File: config.mk
export PLATFORM = sky130hd
export DESIGN_NAME = mii_phy_port
export DESIGN_NICKNAME = d
export VERILOG_FILES = /design/src/shared/mii_pkg.sv /design/src/mii_nib_fifo.sv /design/src/mii_clk_div.sv /design/src/mii_phy_port.sv
export SDC_FILE = /design/constraint.sdc
export NUM_CORES = 1
export LEC_CHECK = 0
export BUFFER_PORTS_ARGS = -buffer_cell sky130_fd_sc_hd__buf_2
export CORE_MARGIN = 5
export CORE_UTILIZATION = 50
export DETAILED_ROUTE_END_ITERATION = 6
export GPL_TIMING_DRIVEN = 0
export PLACE_DENSITY_LB_ADDON = 0.3
export SLEW_MARGIN = 20
export SYNTH_ARGS = -nofsm -noshare
export SYNTH_HDL_FRONTEND = slang
export SYNTH_HIERARCHICAL = 1
export SYNTH_SLANG_ARGS = --single-unit
File: constraint.sdc
create_clock -name core_clk -period 4 [get_ports core_clk]
set_clock_uncertainty 0.1 [all_clocks]
set_input_delay 0 -clock core_clk [delete_from_list [all_inputs] [get_ports core_clk]]
set_output_delay 0 -clock core_clk [all_outputs]
set_load 0.01 [all_outputs]
File: src/shared/mii_pkg.sv
// constants and types shared by the mii receive and transmit port
package mii_pkg;
	localparam int unsigned CORE_CLK_HZ  = 25_000_000;
	localparam int unsigned RATE_10_HZ   = 2_500_000;
	localparam int unsigned RATE_100_HZ  = 25_000_000;
	localparam int unsigned DIV_W        = 4;
	localparam logic [3:0]  DIV_10       = 4'(CORE_CLK_HZ / RATE_10_HZ);
	localparam logic [3:0]  DIV_100      = 4'(CORE_CLK_HZ / RATE_100_HZ);
	localparam int unsigned NIB_W        = 4;
	localparam int unsigned FIFO_DEPTH   = 4;
	localparam logic [3:0]  NIB_ZERO     = 4'h0;

	typedef enum logic [3:0] {
		MII_RX_IDLE  = 4'h1,
		MII_RX_CARR  = 4'h2,
		MII_RX_FRAME = 4'h4,
		MII_RX_FALSE = 4'h8
	} mii_rx_state_e;
endpackage : mii_pkg

File: src/mii_nib_fifo.sv
// small nibble fifo with valid/ready on both sides
`timescale 1ns/10ps
`default_nettype none
module mii_nib_fifo #(
	parameter int unsigned W     = 4,
	parameter int unsigned DEPTH = 4
) (
	// clock and reset
	input  wire logic         clk,
	input  wire logic         rst,
	input  wire logic         clear,
	// fill side
	input  wire logic         in_valid,
	input  wire logic [W-1:0] in_data,
	output logic              in_ready,
	// drain side
	output logic              out_valid,
	output logic [W-1:0]      out_data,
	input  wire logic         out_ready
);
	localparam int unsigned AW = (DEPTH > 1) ? $clog2(DEPTH) : 1;
	localparam int unsigned CW = $clog2(DEPTH + 1);
	localparam logic [CW-1:0] FULL_CNT = CW'(DEPTH);
	localparam logic [AW-1:0] LAST_IDX = AW'(DEPTH - 1);

	logic [W-1:0]  mem_reg [DEPTH];
	logic [AW-1:0] wr_reg;
	logic [AW-1:0] rd_reg;
	logic [CW-1:0] cnt_reg;
	logic [CW-1:0] cnt_next;
	logic          push;
	logic          pop;

	function automatic logic [AW-1:0] wrap_inc(input logic [AW-1:0] p);
		wrap_inc = (p == LAST_IDX) ? '0 : p + 1'b1;
	endfunction : wrap_inc

	assign push      = in_valid && in_ready;
	assign pop       = out_valid && out_ready;
	assign out_valid = (cnt_reg != '0);
	assign out_data  = mem_reg[rd_reg];
	assign cnt_next  = cnt_reg + CW'(push) - CW'(pop);

	always_ff @(posedge clk) begin
		if (rst || clear) begin
			wr_reg   <= '0;
			rd_reg   <= '0;
			cnt_reg  <= '0;
			in_ready <= 1'b1;
		end else begin
			if (push) begin
				mem_reg[wr_reg] <= in_data;
				wr_reg          <= wrap_inc(wr_reg);
			end
			if (pop)
				rd_reg <= wrap_inc(rd_reg);
			cnt_reg  <= cnt_next;
			in_ready <= (cnt_next != FULL_CNT);
		end
	end
endmodule : mii_nib_fifo
`default_nettype wire

File: src/mii_clk_div.sv
// divider giving one-cycle mii clock edge strobes with phase realign
`timescale 1ns/10ps
`default_nettype none
module mii_clk_div
	import mii_pkg::*;
(
	// clock and reset
	input  wire logic             clk,
	input  wire logic             rst,
	// control
	input  wire logic [DIV_W-1:0] div,
	input  wire logic             realign,
	// strobe
	output logic                  tick
);
	logic [DIV_W-1:0] cnt_reg;

	// realign restarts the phase, so one period may stretch
	always_ff @(posedge clk) begin
		if (rst || realign) begin
			cnt_reg <= '0;
			tick    <= 1'b0;
		end else if (cnt_reg >= div - 1'b1) begin
			cnt_reg <= '0;
			tick    <= 1'b1;
		end else begin
			cnt_reg <= cnt_reg + 1'b1;
			tick    <= 1'b0;
		end
	end
endmodule : mii_clk_div
`default_nettype wire

File: src/mii_phy_port.sv
// mii port of a 10/100 phy facing the mac
// Operation
// - 10 Mb/s receive clock runs at 2.5 MHz.
// - 10 Mb/s receive clock tracks line, free-runs on last packet phase.
// - 10 Mb/s clock source switches after carrier, before receive-valid; here the source stays line and the phase realigns at carrier instead.
// - 10 Mb/s receive clock realigns once per packet.
// - 100 Mb/s receive clock 25 MHz, from line with link, else reference.
// - 100 Mb/s receive clock realigns once, when link comes up; here it also realigns on each speed change.
// - receive nibble bit 0 is lsb, bit 3 is msb.
// - nibbles and receive-valid change only on receive clock edges.
// - receive-valid rises only after start delimiter found.
// - receive-valid drops on end delimiter or signal error.
// - receive error stays low at 10 Mb/s.
// - 100 Mb/s receive error on frame errors and false carrier.
// - receive error changes only on receive clock edges.
// - receive clock and error outputs gated by float control pin.
// - transmit clock is 2.5 MHz or 25 MHz by speed.
// - with enable high, nibble sampled each transmit clock edge.
// - enable low stops nibbles to the medium.
`timescale 1ns/10ps
`default_nettype none
module mii_phy_port
	import mii_pkg::*;
(
	// clock and reset
	input  wire logic             core_clk,
	input  wire logic             rst,
	// mode and line status
	input  wire logic             speed_100,
	input  wire logic             link_ok,
	input  wire logic             receive_output_float_control,
	// line decoder events
	input  wire logic             line_carrier,
	input  wire logic             line_ssd,
	input  wire logic             line_esd,
	input  wire logic             line_sig_err,
	input  wire logic             line_code_err,
	input  wire logic             line_false_carrier,
	// line nibble stream
	input  wire logic             line_nib_valid,
	input  wire logic [NIB_W-1:0] line_nib,
	output logic                  line_nib_ready,
	// mac receive side
	output logic                  rx_clk,
	output logic                  rx_clk_oe_n,
	output logic                  rx_clk_from_line,
	output logic [NIB_W-1:0]      rxd,
	output logic                  rx_dv,
	output logic                  rx_er,
	output logic                  rx_er_oe_n,
	// mac transmit side
	output logic                  tx_clk,
	input  wire logic             mii_tx_en,
	input  wire logic [NIB_W-1:0] mii_txd,
	// medium side
	output logic [NIB_W-1:0]      med_nib,
	output logic                  med_nib_valid
);
	mii_rx_state_e    state_reg;
	mii_rx_state_e    state_next;
	logic             speed_q_reg;
	logic             link_q_reg;
	logic             err_pend_reg;
	logic             rx_clk_reg;
	logic             tx_clk_reg;
	logic [NIB_W-1:0] rxd_reg;
	logic             rx_dv_reg;
	logic             rx_er_reg;
	logic             float_reg;
	logic             src_line_reg;
	logic [NIB_W-1:0] med_nib_reg;
	logic             med_valid_reg;

	logic             rx_tick;
	logic             tx_tick;
	logic [DIV_W-1:0] div_sel;
	logic             speed_chg;
	logic             rx_realign;
	logic             in_frame;
	logic             frame_end;
	logic             fifo_valid;
	logic [NIB_W-1:0] fifo_data;
	logic             fifo_pop;
	logic             fifo_push;
	logic             dv_next;
	logic [NIB_W-1:0] rxd_next;
	logic             er_next;

	// one divider per direction; speed picks the ratio
	assign div_sel   = speed_100 ? DIV_100 : DIV_10;
	assign speed_chg = (speed_100 != speed_q_reg);
	// 10M realigns as carrier opens a packet, ahead of any valid
	// 100M at link-up and on a speed change, so frames never see a phase jump
	assign rx_realign = speed_chg
		|| (!speed_100 && state_reg == MII_RX_IDLE && line_carrier)
		|| (speed_100 && link_ok && !link_q_reg);

	mii_clk_div u_rx_div (
		.clk     (core_clk),
		.rst     (rst),
		.div     (div_sel),
		.realign (rx_realign),
		.tick    (rx_tick)
	);

	mii_clk_div u_tx_div (
		.clk     (core_clk),
		.rst     (rst),
		.div     (div_sel),
		.realign (speed_chg),
		.tick    (tx_tick)
	);

	assign in_frame  = (state_reg == MII_RX_FRAME);
	assign frame_end = in_frame && (line_esd || line_sig_err);
	assign fifo_push = line_nib_valid && in_frame;
	assign fifo_pop  = rx_tick && in_frame && fifo_valid;

	// nibbles outside a frame are taken and dropped
	mii_nib_fifo #(
		.W     (NIB_W),
		.DEPTH (FIFO_DEPTH)
	) u_fifo (
		.clk       (core_clk),
		.rst       (rst),
		.clear     (frame_end),
		.in_valid  (fifo_push),
		.in_data   (line_nib),
		.in_ready  (line_nib_ready),
		.out_valid (fifo_valid),
		.out_data  (fifo_data),
		.out_ready (fifo_pop)
	);

	always_comb begin
		state_next = state_reg;
		case (state_reg)
			MII_RX_IDLE: begin
				if (line_carrier)
					state_next = MII_RX_CARR;
			end
			MII_RX_CARR: begin
				if (!line_carrier)
					state_next = MII_RX_IDLE;
				else if (line_ssd)
					state_next = MII_RX_FRAME;
				else if (line_false_carrier)
					state_next = MII_RX_FALSE;
			end
			MII_RX_FRAME: begin
				if (frame_end)
					state_next = MII_RX_IDLE;
			end
			MII_RX_FALSE: begin
				if (!line_carrier)
					state_next = MII_RX_IDLE;
			end
			default: state_next = MII_RX_IDLE;
		endcase
	end

	// underrun inside a frame holds the last nibble with valid high
	assign dv_next  = in_frame && (fifo_valid || rx_dv_reg);
	assign rxd_next = fifo_pop ? fifo_data :
		(dv_next ? rxd_reg : NIB_ZERO);
	assign er_next  = speed_100 && ((state_reg == MII_RX_FALSE)
		|| (in_frame && err_pend_reg));

	always_ff @(posedge core_clk) begin
		if (rst) begin
			state_reg   <= MII_RX_IDLE;
			speed_q_reg <= 1'b0;
			link_q_reg  <= 1'b0;
		end else begin
			state_reg   <= state_next;
			speed_q_reg <= speed_100;
			link_q_reg  <= link_ok;
		end
	end

	// error seen between edges waits for the next edge; set wins
	always_ff @(posedge core_clk) begin
		if (rst)
			err_pend_reg <= 1'b0;
		else if (in_frame && line_code_err)
			err_pend_reg <= 1'b1;
		else if (rx_tick || !in_frame)
			err_pend_reg <= 1'b0;
	end

	always_ff @(posedge core_clk) begin
		if (rst) begin
			rxd_reg   <= NIB_ZERO;
			rx_dv_reg <= 1'b0;
			rx_er_reg <= 1'b0;
		end else if (rx_tick) begin
			rxd_reg   <= rxd_next;
			rx_dv_reg <= dv_next;
			rx_er_reg <= er_next;
		end
	end

	// 10M pll keeps last packet phase, so it always counts as line
	always_ff @(posedge core_clk) begin
		if (rst) begin
			rx_clk_reg   <= 1'b0;
			tx_clk_reg   <= 1'b0;
			float_reg    <= 1'b1;
			src_line_reg <= 1'b0;
		end else begin
			rx_clk_reg   <= rx_tick;
			tx_clk_reg   <= tx_tick;
			float_reg    <= receive_output_float_control;
			src_line_reg <= speed_100 ? link_ok : 1'b1;
		end
	end

	// mac drives bit 0 as lsb, kept in order to the medium
	always_ff @(posedge core_clk) begin
		if (rst) begin
			med_nib_reg   <= NIB_ZERO;
			med_valid_reg <= 1'b0;
		end else if (tx_tick) begin
			med_nib_reg   <= mii_tx_en ? mii_txd : NIB_ZERO;
			med_valid_reg <= mii_tx_en;
		end else begin
			med_valid_reg <= 1'b0;
		end
	end

	assign rx_clk           = rx_clk_reg;
	assign rx_clk_oe_n      = float_reg;
	assign rx_clk_from_line = src_line_reg;
	assign rxd              = rxd_reg;
	assign rx_dv            = rx_dv_reg;
	assign rx_er            = rx_er_reg;
	assign rx_er_oe_n       = float_reg;
	assign tx_clk           = tx_clk_reg;
	assign med_nib          = med_nib_reg;
	assign med_nib_valid    = med_valid_reg;
endmodule : mii_phy_port
`default_nettype wire

==> results.md <==
* Setup TNS at 0 ns
* CP Capture Type: register
* Final-report hold violation count at 0
* Total congestion overflow at 0
* Cells after synthesis at 229
* Number of synthesized flops with an enable pin at 16
* Highest-count cells in the layout ignoring fill and taps: dfxtp_1 (42), buf_2 (38), dlygate4sd3_1 (19), ha_1 (19), inv_1 (18)
* Critical path type: register to register
* RSZ-0062 raised after global routing: false
* IO buf count at 37
* Req. time, crit path at 4.12 ns
* Multi-input gate area at 1210 um^2
* DRT antenna net count at 0
* Max Clock Freq at 0.286 GHz
* Initial Util at 51.4%
* Synth Register Bits at 58
* Synth Cell Area at 2610 um^2
* WP data arrival at 3.61 ns
* Clock sink total at 58
* Highest metal layer with signal wires: met4
* Sequential area share after synthesis at 50.6%
* Pwr/cell area at 408 nW/um^2
* Netlist cell types at 51
* Largest net degree at the start of global routing at 20
* Number of global-route vias before repair at 1,869
* Run status: completed
* CTS tree: built
* Final net count at 340
* Post-DP HPWL at 3600 um
* Fin. max-slew vios at 0
* Setup violators final at 0
* Die X at 82.2 um
* Synth Flop Type: dfxtp_1
* Core Box Area at 5070 um^2
* Avg Cell Area, Syn at 11.4 um^2
* IO Pins at 38
* Met3 WL at 269 um
* Clk root buf: clkbuf_8
* Post-CTS sizing at 0
* Final period util at 87.3%
* Syn. warnings at 6
* Overall fraction of global-route tracks in use at 17.0%
* DRC at 0
* First-pass GRT wire length at 8510 um
* Fillers at 399
* DR vias at 1,883
* Power Total at 1.35 mW
* Cell Rows at 26
* Synth async-reset ratio at 0%
* Worst vdd ir at 292 uV
* Die Area at 6760 um^2
* Max reg flops at 16
* CTS H-Tree Depth at 3
* Initial antenna violation count at 0
* Latest clock arrival within the worst-skew pair at 0.34 ns
* Clk slew on worst S/H paths at 0.07 ns
* Commonest non-fill, non-tap cell in the layout: dfxtp_1
* Leak Pwr at 1.36 nW
* Layout cells sized above 1 at 24.3%
* Area growth, synth to finish at 26.9%
* Max Cap Viol at 0
* Drt total wl at 5140 um
* Die Height at 82.2 um
* Inserted Clock Buffers at 9
* Placed cells at 339
* Ant diodes at 0
* Non-Filler Instances at 374
* Cts hold-fix bufs at 19
* Final Hold Slack at 0.123 ns
* HP Class: input port to register
* CP startpoint kind: register
* Worst Path Max Fanout at 7
* Post-CTS setup repair buffer count at 0
* CTS Buffer Depth at 2
* DRT iter0 DRCs at 92
* Register Area at 1320 um^2
* Tmin final at 3.49 ns
* Drt first pass iters at 4
* DR vias/cell at 5.03
* GPL Wtd Cong at 0.764
* Wl on met1 at 2240 um
* Met2 WL post-DR at 2570 um
* WL per Instance at 13.7 um
[metrics by stage]
stage          instance area (um^2)  utilization, %  setup slack [ns]
5_1_grt                        3310            65.2             0.349
4_1_cts                        3310            65.2             0.509
3_5_place_dp                   2890            57.0             0.546
6_report                       3310            65.2             0.509
2_1_floorplan                  2620               -             0.790
3_3_place_gp                   2890            57.0             0.578
[routing by layer]
layer	GRT usage, %	vias up
li1	-	967
met4	8.14	0
met1	19.7	872
met3	4.99	6
met5	0	-
met2	28.8	38
[path summary, 6_finish.rpt]
| kind | slack [ns] | to | depth (start not counted) | start |
|---|---|---|---|---|
| worst min register to register | 0.36 | rx_er | 2 | rx_er |
| worst min-delay path | 0.12 | state_reg[3] | 5 | line_esd |
| worst max-delay path | 0.51 | u_fifo/in_ready | 11 | state_reg[3] |
| worst max register to register | 0.51 | u_fifo/in_ready | 11 | state_reg[3] |
[logic make-up (layout without fill, tap and decap cells)]
group                      after synthesis  in the layout  synth area share (%)
other                                    1              4                 0.144
DFF                                     58             58                  50.6
xor gates and xnor gates                10             10                  3.93
muxes                                    6              6                  4.32
adders and majority gates               20             20                  9.88
AOI/OAI and AO/OA                       35             35                  9.26
and+or+nand+nor                         76             76                  18.3
buffers and inverters                   23             95                  3.50
[where the power goes]
group / leakage (nW) / internal, mW / switching, mW
logic: 0.768 / 0.0570 / 0.0588
registers: 0.484 / 0.616 / 0.0134
clock network: 0.110 / 0.355 / 0.251
total: 1.36 / 1.03 / 0.324
[final cells by class]
cell class                      instances  area share (%)
Inverter                               18            2.04
Multi-Input combinational cell        151            36.5
Clock buffer                            9            3.74
Sequential cell                        58            39.9
Tap cell                               70            2.65
Timing Repair Buffer                   56            11.3
Clock inverter                          7            3.10
Buffer                                  5           0.718
[cell usage after synthesis, types with 3 or more instances]
master	instances	share of area, %
a21oi_1	14	2.7
a22oi_1	4	1.2
and2_1	4	0.96
and3_1	4	0.96
clkbuf_1	3	0.43
dfxtp_1	42	32
edfxtp_1	16	18
ha_1	19	9.1
inv_1	18	2.6
mux4_2	4	3.5
nand2_1	3	0.43
nand2b_1	8	1.9
nand3_1	8	1.5
nor2_1	15	2.2
nor3_1	5	0.96
nor3b_1	7	2.0
nor4_1	7	1.7
xnor2_1	6	2.0
xor2_1	3	1.0
[worst max-delay path, stage by stage, from the launching register on]
cell,delay (ns)
dfxtp_1,0.37
or4b_1,0.53
buf_2,0.18
nor2_1,0.22
and2_1,0.24
inv_1,0.07
ha_1,0.28
inv_1,0.04
ha_1,0.18
fa_1,0.38
xor3_1,0.37
or4_1,0.41
(Power assumes the default switching activity.)
